$ cat config.mk
export PLATFORM = sky130hd
export DESIGN_NAME = program_counter_and_stack
export DESIGN_NICKNAME = d
export VERILOG_FILES = /design/src/inc/pcs_pkg.sv /design/src/hdl/event_irq.sv /design/src/hdl/program_counter_and_stack.sv /design/src/hdl/return_stack.sv
export SDC_FILE = /design/constraint.sdc
export NUM_CORES = 1
export LEC_CHECK = 0
export BUFFER_PORTS_ARGS = -buffer_cell sky130_fd_sc_hd__buf_2
export CORE_ASPECT_RATIO = 0.6
export CORE_MARGIN = 2
export CORE_UTILIZATION = 31
export CTS_CLUSTER_SIZE = 30
export DETAILED_ROUTE_END_ITERATION = 6
export GPL_TIMING_DRIVEN = 0
export PLACE_DENSITY = 0.45
export SETUP_SLACK_MARGIN = 0.3
export SLEW_MARGIN = 40
export SYNTH_ARGS = -nofsm -noshare
export SYNTH_HDL_FRONTEND = slang
export SYNTH_HIERARCHICAL = 1
export SYNTH_SLANG_ARGS = --single-unit
$ cat constraint.sdc
create_clock -name mclk -period 7.6 [get_ports mclk]
set_clock_uncertainty 0.2 [all_clocks]
set_input_delay 1.9 -clock mclk [delete_from_list [all_inputs] [get_ports mclk]]
set_output_delay 1.9 -clock mclk [all_outputs]
set_load 0.03 [all_outputs]
$ cat src/inc/pcs_pkg.sv
package pcs_pkg;

    // Printed register offsets are register indices; byte address is index * 4.
    localparam logic [11:0] IDX_FLAGS_SHADOW = 12'hfe4;
    localparam logic [11:0] IDX_WORKING_SHADOW = 12'hfe5;
    localparam logic [11:0] IDX_BANK_SELECT_SHADOW = 12'hfe6;
    localparam logic [11:0] IDX_PC_LATCH_SHADOW = 12'hfe7;
    localparam logic [11:0] IDX_POINTER0_LOW_SHADOW = 12'hfe8;
    localparam logic [11:0] IDX_POINTER0_HIGH_SHADOW = 12'hfe9;
    localparam logic [11:0] IDX_POINTER1_LOW_SHADOW = 12'hfea;
    localparam logic [11:0] IDX_POINTER1_HIGH_SHADOW = 12'hfeb;
    localparam logic [11:0] IDX_STACK_POINTER = 12'hfed;
    localparam logic [11:0] IDX_STACK_TOP_LOW = 12'hfee;
    localparam logic [11:0] IDX_STACK_TOP_HIGH = 12'hfef;
    localparam logic [11:0] IDX_PC_LOW_BYTE = 12'hf00;
    localparam logic [11:0] IDX_PC_HIGH_LATCH = 12'hf01;
    localparam logic [11:0] IDX_POWER_CONTROL = 12'hf02;
    localparam logic [11:0] IDX_IRQ_STATUS = 12'hf03;
    localparam logic [11:0] IDX_IRQ_MASK = 12'hf04;

    // Field positions in power_control_reg and in the interrupt registers.
    localparam int OVF_BIT = 7;
    localparam int UNF_BIT = 6;
    localparam int EV_OVF = 1;
    localparam int EV_UNF = 0;

    localparam int PC_W = 15;
    localparam int SP_W = 5;
    localparam int REL_W = 9;
    localparam logic [4:0] SP_EMPTY = 5'h1f;
    localparam logic [4:0] SP_LAST = 5'h0f;
    localparam logic [4:0] SP_FIRST = 5'h00;
    localparam logic [4:0] SP_UNF_WRAP = 5'h0e;
    localparam logic [14:0] PC_RESET = 15'h0000;
    localparam logic [14:0] INT_VECTOR = 15'h0004;

    typedef enum logic [3:0] {
        op_none = 4'h0,
        op_step = 4'h1,
        op_call = 4'h2,
        op_call_w = 4'h3,
        op_branch_w = 4'h4,
        op_branch_rel = 4'h5,
        op_return = 4'h6,
        op_retlit = 4'h7,
        op_retint = 4'h8,
        op_intr = 4'h9,
        op_low_wr = 4'ha
    } op_t;

endpackage
$ cat src/hdl/event_irq.sv
`timescale 1ns/100ps
module event_irq #(
    parameter int N = 2
) (
    input wire logic mclk, // Core clock.
    input wire logic rst_b, // Asynchronous reset, active low.
    input wire logic [N-1:0] ev, // One-cycle event pulses.
    input wire logic clr_wr, // Status write strobe.
    input wire logic [N-1:0] clr_bits, // Ones clear status bits.
    input wire logic mask_wr, // Mask write strobe.
    input wire logic [N-1:0] mask_bits, // New mask value.
    output logic [N-1:0] status, // Sticky status.
    output logic [N-1:0] mask, // Mask, one enables.
    output logic irq // Level interrupt.
);
    always_ff @(posedge mclk or negedge rst_b) begin
        if (!rst_b) begin
            status <= '0;
        end else begin
            // An event in the clearing cycle survives.
            status <= (status & ~(clr_wr ? clr_bits : '0)) | ev;
        end
    end

    always_ff @(posedge mclk or negedge rst_b) begin
        if (!rst_b) begin
            mask <= '0;
        end else if (mask_wr) begin
            mask <= mask_bits;
        end
    end

    always_ff @(posedge mclk or negedge rst_b) begin
        if (!rst_b) begin
            irq <= 1'b0;
        end else begin
            irq <= |(status & mask);
        end
    end
endmodule

$ cat src/hdl/program_counter_and_stack.sv
// Local design decision: the APB interface to the registers.
`timescale 1ns/100ps
module program_counter_and_stack (
    input wire logic mclk, // Core clock, 200 MHz.
    input wire logic rst_b, // Asynchronous reset, active low.
    input wire logic psel, // APB select.
    input wire logic penable, // APB access phase.
    input wire logic pwrite, // APB direction, high for write.
    input wire logic [13:0] paddr, // APB byte address.
    input wire logic [31:0] pwdata, // APB write data.
    output logic [31:0] prdata, // APB read data.
    output logic pready, // APB ready.
    output logic pslverr, // APB error on unmapped address.
    input wire pcs_pkg::op_t op_code, // Operation from the decoder this cycle.
    input wire logic [10:0] op_literal, // Instruction operand.
    input wire logic [7:0] w_value, // Working register.
    input wire logic [7:0] low_value, // Value an instruction writes to the low byte.
    input wire logic stack_fault_reset_enable, // Configuration bit, static.
    input wire logic [2:0] flags_in, // Live flags for context save.
    input wire logic [4:0] bank_in, // Live bank select for context save.
    input wire logic [15:0] ptr0_in, // Live indirect pointer 0.
    input wire logic [15:0] ptr1_in, // Live indirect pointer 1.
    output logic [14:0] pc, // Program counter.
    output logic [6:0] pc_latch, // High latch.
    output logic ctx_restore, // Pulse: restore outputs below into the core.
    output logic [2:0] flags_shadow, // Saved flags.
    output logic [7:0] working_shadow, // Saved working register.
    output logic [4:0] bank_select_shadow, // Saved bank select.
    output logic [15:0] ptr0_shadow, // Saved indirect pointer 0.
    output logic [15:0] ptr1_shadow, // Saved indirect pointer 1.
    output logic fault_reset, // Pulse: stack fault device reset.
    output logic irq // Level interrupt.
);
    logic [4:0] sp_q;
    logic [6:0] pc_sh_q;
    logic [1:0] ovf_unf_q;
    logic [14:0] top;
    logic [14:0] push_val;
    logic [14:0] st_wdata;
    logic [3:0] st_widx;
    logic st_we;
    logic push;
    logic pop;
    logic ovf;
    logic unf;
    logic fault;
    logic [4:0] sp_push;
    logic [4:0] sp_pop;
    logic access;
    logic wr;
    logic [11:0] idx;
    logic hit;
    logic [31:0] rd_word;
    logic [1:0] irq_status;
    logic [1:0] irq_mask;

    function automatic logic [14:0] pc_plus(input logic [14:0] base, input logic [14:0] off);
        return base + 15'h0001 + off;
    endfunction

    assign push = (op_code == pcs_pkg::op_call) || (op_code == pcs_pkg::op_call_w)
        || (op_code == pcs_pkg::op_intr);
    assign pop = (op_code == pcs_pkg::op_return) || (op_code == pcs_pkg::op_retlit)
        || (op_code == pcs_pkg::op_retint);
    assign ovf = push && (sp_q == pcs_pkg::SP_LAST);
    assign unf = pop && (sp_q == pcs_pkg::SP_EMPTY);
    assign fault = stack_fault_reset_enable && (ovf || unf);
    // Wrapped overflow lands on entry zero, wrapped underflow reads entry fifteen.
    assign sp_push = ovf ? pcs_pkg::SP_FIRST : 5'(sp_q + 5'h01);
    assign sp_pop = unf ? pcs_pkg::SP_UNF_WRAP : 5'(sp_q - 5'h01);
    // Interrupts return to the instruction that was not executed.
    assign push_val = (op_code == pcs_pkg::op_intr) ? pc : pc_plus(pc, 15'h0000);

    assign access = psel && penable;
    assign idx = paddr[13:2];
    assign wr = access && pready && pwrite && hit;

    always_comb begin
        st_we = 1'b0;
        st_widx = sp_q[3:0];
        st_wdata = top;
        if (push && !fault) begin
            st_we = 1'b1;
            st_widx = sp_push[3:0];
            st_wdata = push_val;
        end else if (!push && !pop && wr && idx == pcs_pkg::IDX_STACK_TOP_LOW) begin
            st_we = 1'b1;
            st_wdata = {top[14:8], pwdata[7:0]};
        end else if (!push && !pop && wr && idx == pcs_pkg::IDX_STACK_TOP_HIGH) begin
            st_we = 1'b1;
            st_wdata = {pwdata[6:0], top[7:0]};
        end
    end

    return_stack #(.DEPTH(16), .WIDTH(pcs_pkg::PC_W), .IDX_W(4)) u_stack (
        .mclk(mclk),
        .wr_en(st_we),
        .wr_idx(st_widx),
        .wr_data(st_wdata),
        .rd_idx(sp_q[3:0]),
        .rd_data(top)
    );

    event_irq #(.N(2)) u_irq (
        .mclk(mclk),
        .rst_b(rst_b),
        .ev({ovf, unf}),
        .clr_wr(wr && idx == pcs_pkg::IDX_IRQ_STATUS),
        .clr_bits(pwdata[1:0]),
        .mask_wr(wr && idx == pcs_pkg::IDX_IRQ_MASK),
        .mask_bits(pwdata[1:0]),
        .status(irq_status),
        .mask(irq_mask),
        .irq(irq)
    );

    always_ff @(posedge mclk or negedge rst_b) begin
        if (!rst_b) begin
            pc <= pcs_pkg::PC_RESET;
        end else if (fault) begin
            pc <= pcs_pkg::PC_RESET;
        end else begin
            unique case (op_code)
                pcs_pkg::op_none: begin
                    if (wr && idx == pcs_pkg::IDX_PC_LOW_BYTE) begin
                        pc <= {pc_latch, pwdata[7:0]};
                    end
                end
                pcs_pkg::op_step: pc <= pc_plus(pc, 15'h0000);
                pcs_pkg::op_call: pc <= {pc_latch[6:3], op_literal};
                pcs_pkg::op_call_w: pc <= {pc_latch, w_value};
                pcs_pkg::op_branch_w: pc <= pc_plus(pc, {7'h00, w_value});
                pcs_pkg::op_branch_rel: begin
                    pc <= pc_plus(pc, {{(pcs_pkg::PC_W - pcs_pkg::REL_W){op_literal[8]}},
                        op_literal[8:0]});
                end
                pcs_pkg::op_return, pcs_pkg::op_retlit, pcs_pkg::op_retint: pc <= top;
                pcs_pkg::op_intr: pc <= pcs_pkg::INT_VECTOR;
                pcs_pkg::op_low_wr: pc <= {pc_latch, low_value};
                default: pc <= pc;
            endcase
        end
    end

    always_ff @(posedge mclk or negedge rst_b) begin
        if (!rst_b) begin
            sp_q <= pcs_pkg::SP_EMPTY;
        end else if (fault) begin
            sp_q <= pcs_pkg::SP_EMPTY;
        end else if (push) begin
            sp_q <= sp_push;
        end else if (pop) begin
            sp_q <= sp_pop;
        end else if (wr && idx == pcs_pkg::IDX_STACK_POINTER) begin
            sp_q <= pwdata[4:0];
        end
    end

    // The latch only moves on software writes, reset, a stack fault or context restore.
    always_ff @(posedge mclk or negedge rst_b) begin
        if (!rst_b) begin
            pc_latch <= 7'h00;
        end else if (fault) begin
            pc_latch <= 7'h00;
        end else if (op_code == pcs_pkg::op_retint) begin
            pc_latch <= pc_sh_q;
        end else if (wr && idx == pcs_pkg::IDX_PC_HIGH_LATCH) begin
            pc_latch <= pwdata[6:0];
        end
    end

    always_ff @(posedge mclk or negedge rst_b) begin
        if (!rst_b) begin
            flags_shadow <= 3'h0;
            working_shadow <= 8'h00;
            bank_select_shadow <= 5'h00;
            pc_sh_q <= 7'h00;
            ptr0_shadow <= 16'h0000;
            ptr1_shadow <= 16'h0000;
        end else if (op_code == pcs_pkg::op_intr && !fault) begin
            flags_shadow <= flags_in;
            working_shadow <= w_value;
            bank_select_shadow <= bank_in;
            pc_sh_q <= pc_latch;
            ptr0_shadow <= ptr0_in;
            ptr1_shadow <= ptr1_in;
        end else if (wr) begin
            unique case (idx)
                pcs_pkg::IDX_FLAGS_SHADOW: flags_shadow <= pwdata[2:0];
                pcs_pkg::IDX_WORKING_SHADOW: working_shadow <= pwdata[7:0];
                pcs_pkg::IDX_BANK_SELECT_SHADOW: bank_select_shadow <= pwdata[4:0];
                pcs_pkg::IDX_PC_LATCH_SHADOW: pc_sh_q <= pwdata[6:0];
                pcs_pkg::IDX_POINTER0_LOW_SHADOW: ptr0_shadow[7:0] <= pwdata[7:0];
                pcs_pkg::IDX_POINTER0_HIGH_SHADOW: ptr0_shadow[15:8] <= pwdata[7:0];
                pcs_pkg::IDX_POINTER1_LOW_SHADOW: ptr1_shadow[7:0] <= pwdata[7:0];
                pcs_pkg::IDX_POINTER1_HIGH_SHADOW: ptr1_shadow[15:8] <= pwdata[7:0];
                default: flags_shadow <= flags_shadow;
            endcase
        end
    end

    always_ff @(posedge mclk or negedge rst_b) begin
        if (!rst_b) begin
            ctx_restore <= 1'b0;
            fault_reset <= 1'b0;
        end else begin
            ctx_restore <= (op_code == pcs_pkg::op_retint) && !fault;
            fault_reset <= fault;
        end
    end

    // Software writes may clear or set the flags, but a new event always wins.
    always_ff @(posedge mclk or negedge rst_b) begin
        if (!rst_b) begin
            ovf_unf_q <= 2'b00;
        end else if (wr && idx == pcs_pkg::IDX_POWER_CONTROL) begin
            ovf_unf_q <= {pwdata[pcs_pkg::OVF_BIT] | ovf, pwdata[pcs_pkg::UNF_BIT] | unf};
        end else begin
            ovf_unf_q <= ovf_unf_q | {ovf, unf};
        end
    end

    always_comb begin
        rd_word = 32'h0000_0000;
        hit = (paddr[1:0] == 2'b00);
        unique case (idx)
            pcs_pkg::IDX_FLAGS_SHADOW: rd_word[2:0] = flags_shadow;
            pcs_pkg::IDX_WORKING_SHADOW: rd_word[7:0] = working_shadow;
            pcs_pkg::IDX_BANK_SELECT_SHADOW: rd_word[4:0] = bank_select_shadow;
            pcs_pkg::IDX_PC_LATCH_SHADOW: rd_word[6:0] = pc_sh_q;
            pcs_pkg::IDX_POINTER0_LOW_SHADOW: rd_word[7:0] = ptr0_shadow[7:0];
            pcs_pkg::IDX_POINTER0_HIGH_SHADOW: rd_word[7:0] = ptr0_shadow[15:8];
            pcs_pkg::IDX_POINTER1_LOW_SHADOW: rd_word[7:0] = ptr1_shadow[7:0];
            pcs_pkg::IDX_POINTER1_HIGH_SHADOW: rd_word[7:0] = ptr1_shadow[15:8];
            pcs_pkg::IDX_STACK_POINTER: rd_word[4:0] = sp_q;
            pcs_pkg::IDX_STACK_TOP_LOW: rd_word[7:0] = top[7:0];
            pcs_pkg::IDX_STACK_TOP_HIGH: rd_word[6:0] = top[14:8];
            pcs_pkg::IDX_PC_LOW_BYTE: rd_word[7:0] = pc[7:0];
            pcs_pkg::IDX_PC_HIGH_LATCH: rd_word[6:0] = pc_latch;
            pcs_pkg::IDX_POWER_CONTROL: begin
                rd_word[pcs_pkg::OVF_BIT] = ovf_unf_q[1];
                rd_word[pcs_pkg::UNF_BIT] = ovf_unf_q[0];
            end
            pcs_pkg::IDX_IRQ_STATUS: rd_word[1:0] = irq_status;
            pcs_pkg::IDX_IRQ_MASK: rd_word[1:0] = irq_mask;
            default: hit = 1'b0;
        endcase
    end

    // One wait state: ready rises in the second access cycle, data is sampled there.
    always_ff @(posedge mclk or negedge rst_b) begin
        if (!rst_b) begin
            pready <= 1'b0;
            pslverr <= 1'b0;
            prdata <= 32'h0000_0000;
        end else begin
            pready <= access && !pready;
            pslverr <= access && !pready && !hit;
            if (access && !pready) begin
                prdata <= (hit && !pwrite) ? rd_word : 32'h0000_0000;
            end
        end
    end

    AST_FAULT_CLEARS_PC: assert property (@(posedge mclk) disable iff (!rst_b)
        fault |=> (pc == 15'h0000) && fault_reset && (sp_q == 5'h1f))
        else $error("stack fault did not reset counter and pointer");
    AST_LOW_BYTE_WRITE: assert property (@(posedge mclk) disable iff (!rst_b)
        (op_code == pcs_pkg::op_low_wr) |=> pc == {$past(pc_latch), $past(low_value)})
        else $error("low byte write did not load latch and byte");
    AST_CALL_TARGET: assert property (@(posedge mclk) disable iff (!rst_b)
        (op_code == pcs_pkg::op_call) && !fault
        |=> (pc[10:0] == $past(op_literal)) && (pc[14:11] == $past(pc_latch[6:3])))
        else $error("direct call target wrong");
    AST_CALL_W_TARGET: assert property (@(posedge mclk) disable iff (!rst_b)
        (op_code == pcs_pkg::op_call_w) && !fault |=> pc == {$past(pc_latch), $past(w_value)})
        else $error("computed call target wrong");
    AST_BRANCH_W_TARGET: assert property (@(posedge mclk) disable iff (!rst_b)
        (op_code == pcs_pkg::op_branch_w)
        |=> pc == 15'($past(pc) + 15'h0001 + {7'h00, $past(w_value)}))
        else $error("branch by W target wrong");
    AST_PUSH_THEN_POP: assert property (@(posedge mclk) disable iff (!rst_b)
        (op_code == pcs_pkg::op_call) && !ovf ##1 (op_code == pcs_pkg::op_return)
        |=> (pc == 15'($past(pc, 2) + 15'h0001)) && (sp_q == $past(sp_q, 2)))
        else $error("return did not restore address and pointer");
    AST_WRAP: assert property (@(posedge mclk) disable iff (!rst_b)
        ovf && !stack_fault_reset_enable |=> (sp_q == 5'h00) && !fault_reset)
        else $error("overflow did not wrap to entry zero");
    AST_FLAGS: assert property (@(posedge mclk) disable iff (!rst_b)
        (ovf |=> ovf_unf_q[1] && irq_status[1]) and (unf |=> ovf_unf_q[0] && irq_status[0]))
        else $error("stack flag not set");
    AST_LATCH_STABLE: assert property (@(posedge mclk) disable iff (!rst_b)
        (push || (pop && op_code != pcs_pkg::op_retint)) && !fault && !wr |=> $stable(pc_latch))
        else $error("push or pop changed the latch");
    AST_SHADOW_SAVE: assert property (@(posedge mclk) disable iff (!rst_b)
        (op_code == pcs_pkg::op_intr) && !fault ##1 (op_code == pcs_pkg::op_retint)
        |=> ctx_restore && (working_shadow == $past(w_value, 2)) && (pc_latch == $past(pc_latch, 2)))
        else $error("context not saved and restored");
endmodule

$ cat src/hdl/return_stack.sv
`timescale 1ns/100ps
module return_stack #(
    parameter int DEPTH = 16,
    parameter int WIDTH = 15,
    parameter int IDX_W = 4
) (
    input wire logic mclk, // Core clock.
    input wire logic wr_en, // Write strobe.
    input wire logic [IDX_W-1:0] wr_idx, // Entry written.
    input wire logic [WIDTH-1:0] wr_data, // Data written.
    input wire logic [IDX_W-1:0] rd_idx, // Entry read.
    output logic [WIDTH-1:0] rd_data // Entry contents, combinational.
);
    // Entries are not reset; software must not rely on stale contents.
    logic [WIDTH-1:0] mem [DEPTH];

    always_ff @(posedge mclk) begin
        if (wr_en) begin
            mem[wr_idx] <= wr_data;
        end
    end

    assign rd_data = mem[rd_idx];
endmodule

==> results.rst, run 1 <==
.. list-table::
   :header-rows: 1

   * - Metric
     - Value
   * - Status
     - finished, final reports clean
   * - Flip-flop and latch count after synthesis
     - 341
   * - Antenna diodes
     - 0
   * - Top achievable clock speed
     - 141 MHz
   * - Number of resized instances in the post-cts repair step
     - 0
   * - Final hold vios
     - 0
   * - Kind of start point of the critical path
     - input port
   * - Ratio of cells with drive above 1 in the final layout
     - 25.2%
   * - Post-route cell area
     - 21,700 um^2
   * - Total overflow reported by the global router
     - 0
   * - Site row count
     - 68
   * - Final total power
     - 6.52 mW
   * - Largest incremental delay on the critical path
     - 0.68 ns
   * - Pwr dens
     - 300 nW/um^2
   * - Arrival @ worst endpoint
     - 7.12 ns
   * - Mean instance size in the synthesized netlist
     - 12.0 um^2
   * - Residual DRC
     - 0
   * - Data required, critical path
     - 7.63 ns
   * - Met3 wire length
     - 7770 um
   * - Remaining antenna violation count after routing
     - 0
   * - Largest net degree at the start of global routing
     - 53
   * - Net count, final
     - 1,909
   * - Crit path buffers/inverters
     - 6
   * - Vias after detailed routing
     - 14,500
   * - Final RePlAce weighted congestion
     - 0.938
   * - Crit Path Class
     - input port to register
   * - Distinct cell type count after synthesis
     - 91
   * - Worst setup margin
     - 0.513 ns
   * - Inserted Clock Buffers
     - 37
   * - Number of global-route vias before repair
     - 13,500
   * - Number of H-tree branching levels
     - 2
   * - Pre-CTS setup slack
     - -0.141 ns
   * - Number of post-CTS setup repair buffers
     - 0
   * - Global-route wire length before repair
     - 99,600 um
   * - Least-Margin Pin Slew
     - 0.883 ns
   * - Time the final worst path needs with I/O delays and setup
     - 7.09 ns
   * - End-of-flow core utilization
     - 37.9%
   * - Yosys Warn Count
     - 6
   * - List of cells traversed by the critical path
     - buf_2 -> buf_2 -> nor2b_1 -> a21oi_1 -> nor2_1 -> o21ai_2 -> inv_2 -> nor2_1 -> clkbuf_1 -> a31oi_1 -> nand3b_1 -> nor3_2 -> buf_2 -> buf_2
   * - Number of setup violations in the final report
     - 0
   * - Maximum clock path buffer count
     - 3
   * - Critical Path End Type
     - register
   * - Max stage delay cell, worst path
     - nor2_1
   * - Total global routing track utilization
     - 23.1%
   * - Number of pins exceeding their max-slew limit in the final report
     - 0
   * - DR vias/cell
     - 5.63
   * - Port Buffers
     - 179
   * - Post-DP HPWL
     - 54,500 um
   * - P&R area growth vs syn
     - 21.2%
   * - Clock tree sinks
     - 341
   * - Antenna violations before repair
     - 3
   * - Class of the worst hold path
     - register to register
   * - Worst hold margin
     - 0.271 ns
   * - Met2 WL
     - 25,700 um
   * - Post-CTS clock slew at the launch and capture registers of the worst setup and hold paths
     - 0.06 ns
   * - Predominant post-synthesis flop cell
     - edfxtp_1
   * - Setup repair after global routing missed its margin
     - false
   * - Pre-antenna DRT Iters
     - 6
   * - Clock Latency Late Sink
     - 0.54 ns
   * - Max Cap Viol
     - 0
   * - Cell repeated most along the worst path
     - buf_2
   * - Worst vdd rail ir drop
     - 163 uV
   * - Top Family by Delay on Critical Path
     - simple AND/OR/NAND/NOR gates
   * - Largest fanout of any net on the critical path
     - 10
   * - Total standard cell area after synthesis
     - 17,900 um^2
   * - Final routed wire length divided by cell count
     - 27.4 um
   * - Vertical die dimension
     - 190 um
   * - Detailed router's first-iteration violation count
     - 1,717
   * - Core Area
     - 57,300 um^2
   * - Leakage power of the design
     - 8.37 nW
   * - Final worst path period share
     - 93.2%
   * - Width of the chip
     - 315 um
   * - TritonCTS clock tree
     - yes
   * - Count of flip-flops with a built-in enable after synthesis
     - 240
   * - Fraction of the yosys area taken by sequential cells
     - 54.3%
   * - Root buffer cell
     - clkbuf_16
   * - Gate count after technology mapping
     - 1,499
   * - Wire length the detailed router placed on met1
     - 36,100 um
   * - Fraction of registers with async set or reset after synthesis
     - 29.6%
   * - Starting density of the core
     - 31.3%
   * - Die Footprint
     - 59,900 um^2
   * - Standard cell area after detailed placement
     - 20,500 um^2
   * - Boundary Pins
     - 230
   * - Fill count
     - 5,654
   * - Top metal layer carrying routed signals
     - met4
   * - Worst slew slack as a fraction of its limit
     - 40.8%
   * - Overall routed net length
     - 70,400 um
   * - Hold buffers post-CTS
     - 0
## worst reg2reg max path, stage by stage (launching register included)
cell      delay (ns)
dfstp_2         0.44
ha_1            0.29
nand3_1         0.14
nor2_1          0.06
nand2_1         0.19
inv_1           0.11
o21ai_2         0.46
inv_2           0.23
nor2_1          0.68
clkbuf_1        0.54
a31oi_1         0.28
nand3b_1        0.44
nor3_2          0.58
buf_2           0.34
buf_2           0.27
## area by class of cell
class,instances,area [um^2],share of cell area [%]
plain buffers,119,639,2.94
clock buffers,46,1000,4.60
clock inverters,20,221,1.02
inverters,34,128,0.587
multi-input cells,1028,7760,35.7
flip-flops and latches,341,9740,44.8
well taps,770,963,4.43
repair buffers,209,1300,5.96
## cells in the mapped netlist (9+ instances only)
library cell  count  area share [%]
mux4_1           16             2.3
buf_4            34             1.4
a222oi_1          9            0.50
nor2b_1          14            0.49
clkbuf_1         64             1.3
xnor2_1          29             1.4
a211oi_1         15            0.63
a22oi_1          40             1.7
xor2_1           11            0.54
a22o_1           16            0.78
mux2i_1          76             4.2
edfxtp_1        240              40
a21o_1           11            0.46
nand3_1          29            0.81
ha_1             15             1.0
mux4_2           44             5.5
a21oi_1          56             1.6
nand2_2           9            0.31
inv_1            31            0.65
nand4_1          16            0.56
dfrtp_1          96              13
nor3_1           29            0.81
a221oi_1         18            0.88
mux2_2           10            0.63
a31oi_1          11            0.38
o21ai_0         125             3.5
nand2_1         160             3.3
o22ai_1          12            0.42
nor2_1          103             2.2
## where the power goes
group	internal, mW	leakage [nW]	switching (mW)
clock network	1.08	0.598	0.785
logic	0.650	4.34	1.46
registers	2.36	3.43	0.192
## sequential cells by signal, indices dropped and copies added, names as in the netlist, 2 cells and up
| register | flops |
|---|---|
| ptr0_shadow | 16 |
| sp_q | 5 |
| working_shadow | 8 |
| pc | 15 |
| pc_sh_q | 7 |
| ptr1_shadow | 16 |
| pc_latch | 7 |
| flags_shadow | 3 |
| ovf_unf_q | 2 |
| u_irq/status | 2 |
| u_stack/mem | 240 |
| prdata | 8 |
| u_irq/mask | 2 |
| bank_select_shadow | 5 |
## final timing paths
kind	from	to	slack [ns]	depth (start not counted)
max	op_code[3]	u_stack/mem[4][5]	0.51	14
min	prdata[1]	prdata[1]	0.27	1
max reg2reg	sp_q[0]	u_stack/mem[4][5]	2.04	14
min reg2reg	prdata[1]	prdata[1]	0.27	1
max in group asynchronous	rst_b	pc[7]	5.43	2
min in group asynchronous	rst_b	fault_reset	1.09	1
## cell families after synthesis
kind of cell / share of synthesized area, %
fa+ha+maj: 1.16
flops: 54.3
buf+inv: 4.22
simple gates: 11.1
compound gates: 13.9
mux: 13.0
other cells: 0.0209
xor+xnor: 2.34
## cell usage in the layout (no fill, tap or decap), types with 19 or more instances in the layout
| master | instances |
|---|---|
| a21oi_1 | 54 |
| a22oi_1 | 40 |
| buf_2 | 189 |
| buf_4 | 48 |
| clkbuf_1 | 61 |
| clkbuf_16 | 37 |
| conb_1 | 24 |
| dfrtp_1 | 96 |
| edfxtp_1 | 240 |
| inv_1 | 31 |
| mux2i_1 | 75 |
| mux4_2 | 44 |
| nand2_1 | 160 |
| nand3_1 | 29 |
| nor2_1 | 91 |
| nor3_1 | 19 |
| o21ai_0 | 110 |
| xnor2_1 | 29 |
## metal layers
metal / up-vias / global-route usage, %
met2: 673 / 27.8
met1: 7455 / 38.9
met5: - / 0
li1: 6264 / -
met3: 64 / 7.26
met4: 0 / 3.46
## metrics by stage
stage | instances | setup TNS [ns]
floorplan | 1522 | 0
global placement | 2471 | -115.45
detailed placement | 2501 | -1.48
CTS | 2567 | 0
global route | 2567 | 0
finish | 2567 | 0
Power figures use the tool's default switching activity.
==> run 2, diff against run 1 <==
--- a/config.mk
+++ b/config.mk
@@ -12,7 +12,7 @@
 export CTS_CLUSTER_SIZE = 30
 export DETAILED_ROUTE_END_ITERATION = 6
 export GPL_TIMING_DRIVEN = 0
-export PLACE_DENSITY = 0.45
+export PLACE_DENSITY = 0.47
 export SETUP_SLACK_MARGIN = 0.3
 export SLEW_MARGIN = 40
 export SYNTH_ARGS = -nofsm -noshare
==> constraint.sdc (replaced) <==
create_clock -name mclk -period 6.3 [get_ports mclk]
set_clock_uncertainty 0.2 [all_clocks]
set_input_delay 1.575 -clock mclk [delete_from_list [all_inputs] [get_ports mclk]]
set_output_delay 1.575 -clock mclk [all_outputs]
set_load 0.03 [all_outputs]
==> run 2 against run 1 <==
Compared with the run above:
- largest cell class unchanged
- via count grew 0.53%
- sequential cell count is the same
- critical path type unchanged
- count of clock-buffer cells in the layout grew 1
- highest routed layer is now met5
==> results.rst, run 2 (synthesis results as in run 1) <==
.. list-table::
   :header-rows: 1

   * - Metric
     - Value
   * - Status
     - finished, final reports clean
   * - Starting density of the core
     - 31.3% (unchanged)
   * - Worst reg2reg startpoint
     - sp_q[2]
   * - Worst-case register-to-register setup slack
     - 1.37 ns (-0.67 ns)
   * - Vertical die dimension
     - 190 um (unchanged)
   * - Remaining antenna violation count after routing
     - 0 (unchanged)
   * - Core Area
     - 57,300 um^2 (unchanged)
   * - Class of the worst hold path
     - register to register
   * - Max stage delay cell, worst path
     - or3b_2
   * - Met2 layer usage reported by global route
     - 28.1% (+0.25 points)
   * - End-of-flow core utilization
     - 38.0% (+0.11 points)
   * - Largest fanout of any net on the critical path
     - 10 (unchanged)
   * - Final non-filler cell total
     - 2,565 (-0.078%)
   * - Die Footprint
     - 59,900 um^2 (unchanged)
   * - Number of setup violations in the final report
     - 0 (unchanged)
   * - Most frequent standard cell in the layout excluding fill and tap cells
     - edfxtp_1
   * - Endpoint, Worst Hold
     - prdata[1]
   * - Maximum clock path buffer count
     - 3 (unchanged)
   * - Detailed router's first-iteration violation count
     - 1,791 (+4.3%)
   * - Leakage power of the design
     - 8.37 nW (about the same)
   * - Grt met3 use
     - 6.22% (-1.0 points)
   * - Hold buffers post-CTS
     - 0 (unchanged)
   * - Worst slew slack as a fraction of its limit
     - 39.6% (-1.2 points)
   * - Cell Count Post-Placement
     - 2,501 (unchanged)
   * - Pwr dens
     - 362 nW/um^2 (+21%)
   * - Internal portion of total power
     - 4.92 mW (+21%)
   * - Largest net degree at the start of global routing
     - 61 (+15%)
   * - Largest reg by FF count
     - u_stack/mem
   * - P&R area growth vs syn
     - 21.6%
   * - Pre-antenna DRT Iters
     - 5 (-1)
   * - Number of pins exceeding their max-slew limit in the final report
     - 0 (unchanged)
   * - Antenna violations before repair
     - 3 (unchanged)
   * - Fill count
     - 5,625 (-0.51%)
   * - Top library cells by usage in the layout, fill and taps aside
     - edfxtp_1 (240), buf_2 (188), nand2_1 (160)
   * - Switching power total
     - 2.97 mW (+22%)
   * - Root buffer cell
     - clkbuf_16
   * - Global-route wire length before repair
     - 98,700 um (-0.89%)
   * - Final total power
     - 7.89 mW (+21%)
   * - Registers with the most flip-flops
     - u_stack/mem x240, ptr0_shadow x16, ptr1_shadow x16
   * - Time the final worst path needs with I/O delays and setup
     - 5.75 ns
   * - Boundary Pins
     - 230 (unchanged)
   * - Critical Path End Type
     - register
   * - Total overflow reported by the global router
     - 0 (unchanged)
   * - Cell repeated most along the worst path
     - buf_2
   * - Path depth of the worst reg2reg path
     - 14 (unchanged)
   * - Final hold vios
     - 0 (unchanged)
   * - Register Area
     - 9740 um^2 (unchanged)
   * - Area occupied by multi-input gates
     - 7770 um^2 (+0.18%)
   * - Net count, final
     - 1,907 (-0.10%)
   * - Site row count
     - 68 (unchanged)
   * - Data required, critical path
     - 6.37 ns (-1.26 ns)
   * - Sequential share of power
     - 38.9% (about the same)
   * - Combinational share of power
     - 32.4% (about the same)
   * - Number of H-tree branching levels
     - 2 (unchanged)
   * - Switch share
     - 37.6% (+0.19 points)
   * - Post-DP HPWL
     - 53,300 um (-2.2%)
   * - Largest incremental delay on the critical path
     - 0.62 ns (-0.06 ns)
   * - Worst vdd rail ir drop
     - 150 uV (-8.4%)
   * - Width of the chip
     - 315 um (unchanged)
   * - Vias after detailed routing
     - 14,500 (+0.53%)
   * - Met1 track demand over resource in global routing
     - 38.3% (-0.65 points)
   * - Part of the power in the clock network
     - 28.8% (+0.3 points)
   * - Max Cap Viol
     - 0 (unchanged)
   * - Worst Hold Depth
     - 1 (unchanged)
   * - List of cells traversed by the critical path
     - buf_2 -> buf_2 -> nor2b_1 -> a21oi_2 -> nor2_1 -> o21ai_4 -> inv_2 -> nor2_2 -> clkbuf_2 -> a31oi_1 -> or3b_2 -> nor3_2 -> buf_4 -> buf_2 -> buf_4
   * - DR vias/cell
     - 5.67 (+0.60%)
   * - Final routed wire length divided by cell count
     - 27.2 um (-1.0%)
   * - HP Start
     - prdata[1]
   * - Clock Latency Late Sink
     - 0.57 ns (+0.03 ns)
   * - Residual DRC
     - 0 (unchanged)
   * - Final RePlAce weighted congestion
     - 0.947 (+0.93%)
   * - Arrival @ worst endpoint
     - 5.82 ns (-1.30 ns)
   * - Least-Margin Pin Slew
     - 0.901 ns (+0.0177 ns)
   * - FF-to-FF End
     - u_stack/mem[12][7]
   * - Setup repair after global routing missed its margin
     - false
   * - Top achievable clock speed
     - 174 MHz
   * - Inserted Clock Buffers
     - 35 (-5.4%)
   * - Kind of start point of the critical path
     - input port
   * - Port Buffers
     - 179 (unchanged)
   * - Clock tree sinks
     - 341 (unchanged)
   * - Post-CTS clock slew at the launch and capture registers of the worst setup and hold paths
     - 0.06 ns (about the same)
   * - Antenna diodes
     - 0 (unchanged)
   * - Max reg flops
     - 240 (unchanged)
   * - Ratio of cells with drive above 1 in the final layout
     - 25.0% (-0.19 points)
   * - TritonCTS clock tree
     - yes
   * - Final worst path period share
     - 91.3%
   * - Total global routing track utilization
     - 22.7% (-0.39 points)
   * - Number of global-route vias before repair
     - 13,700 (+1.3%)
   * - Top Usage Layer GRT
     - met1
   * - Crit Path Class
     - input port to register
   * - Overall routed net length
     - 69,700 um (-1.1%)
run 2: changes by cell type in the layout (fill, tap and decap cells not counted), moves of 2 or more:
cell	change
buf_8	-5
clkbuf_1	+5
inv_6	-2
clkbuf_16	-2
buf_16	+3
clkbuf_8	-2
clkinv_2	-4
buf_6	+2
clkinv_16	+2
run 2: final cells by class:
type,instances,share of cell area (%)
buffer,119,2.93
multi-input combinational,1028,35.6
clock buffer,47,4.31
inverter,34,0.585
sequential,341,44.7
timing repair buffer,209,6.09
clock inverter,17,1.37
tap,770,4.42
run 2: routing by layer:
metal / routed length (um) / vias to the layer above / share of wire (%)
li1: - / 6275 / -
met1: 35900 / 7515 / 52
met2: 26000 / 668 / 37
met3: 6890 / 72 / 9.9
met4: 811 / 2 / 1.2
met5: 13 / - / 0.019
run 2: worst max path at each step:
stage,endpoint,startpoint,slack [ns]
after detailed placement,u_stack/mem[0][6],op_code[3],-1.06
after floorplan,u_stack/mem[0][0],op_code[3],0.74
after global routing,u_stack/mem[0][5],op_code[3],0.32
final,u_stack/mem[0][7],op_code[3],0.55
after CTS,u_stack/mem[0][8],op_code[3],0.51
after global placement,u_stack/mem[0][6],op_code[3],-2.10
run 2: power by group through the flow:
stage	Clock, mW	Sequential, mW	Combinational (mW)
after floorplan	0	3.21	1.26
after global placement	0	3.12	2.35
after detailed placement	0	3.10	2.51
after CTS	2.31	3.05	2.51
after global routing	2.40	3.08	2.71
final	2.27	3.07	2.55
run 2: per-stage QoR:
| step | hold WS (ns) | area (um^2) | setup WS, ns | setup TNS, ns |
|---|---|---|---|---|
| global route | 0.314 | 21800 | 0.316 | 0 |
| finish | 0.289 | 21800 | 0.549 | 0 |
| detailed placement | 0.279 | 20500 | -1.06 | -143.60 |
| floorplan | 0.268 | 18000 | 0.737 | 0 |
| global placement | 0.265 | 19900 | -2.10 | -353.15 |
| CTS | 0.293 | 21800 | 0.510 | 0 |
run 2: repair_timing:
item / in CTS / in global routing
buffers inserted: 0 / 0
pin swaps: 0 / 0
gates resized for setup: 4 / 1
endpoints found under the setup margin: 225 / 16
run 2: worst max-delay path, delay by kind of cell:
| kind | cells | cell delay (ns) |
|---|---|---|
| AOI/OAI and AO/OA | 3 | 1.03 |
| and+or+nand+nor | 5 | 1.74 |
| buffers and inverters | 7 | 1.44 |
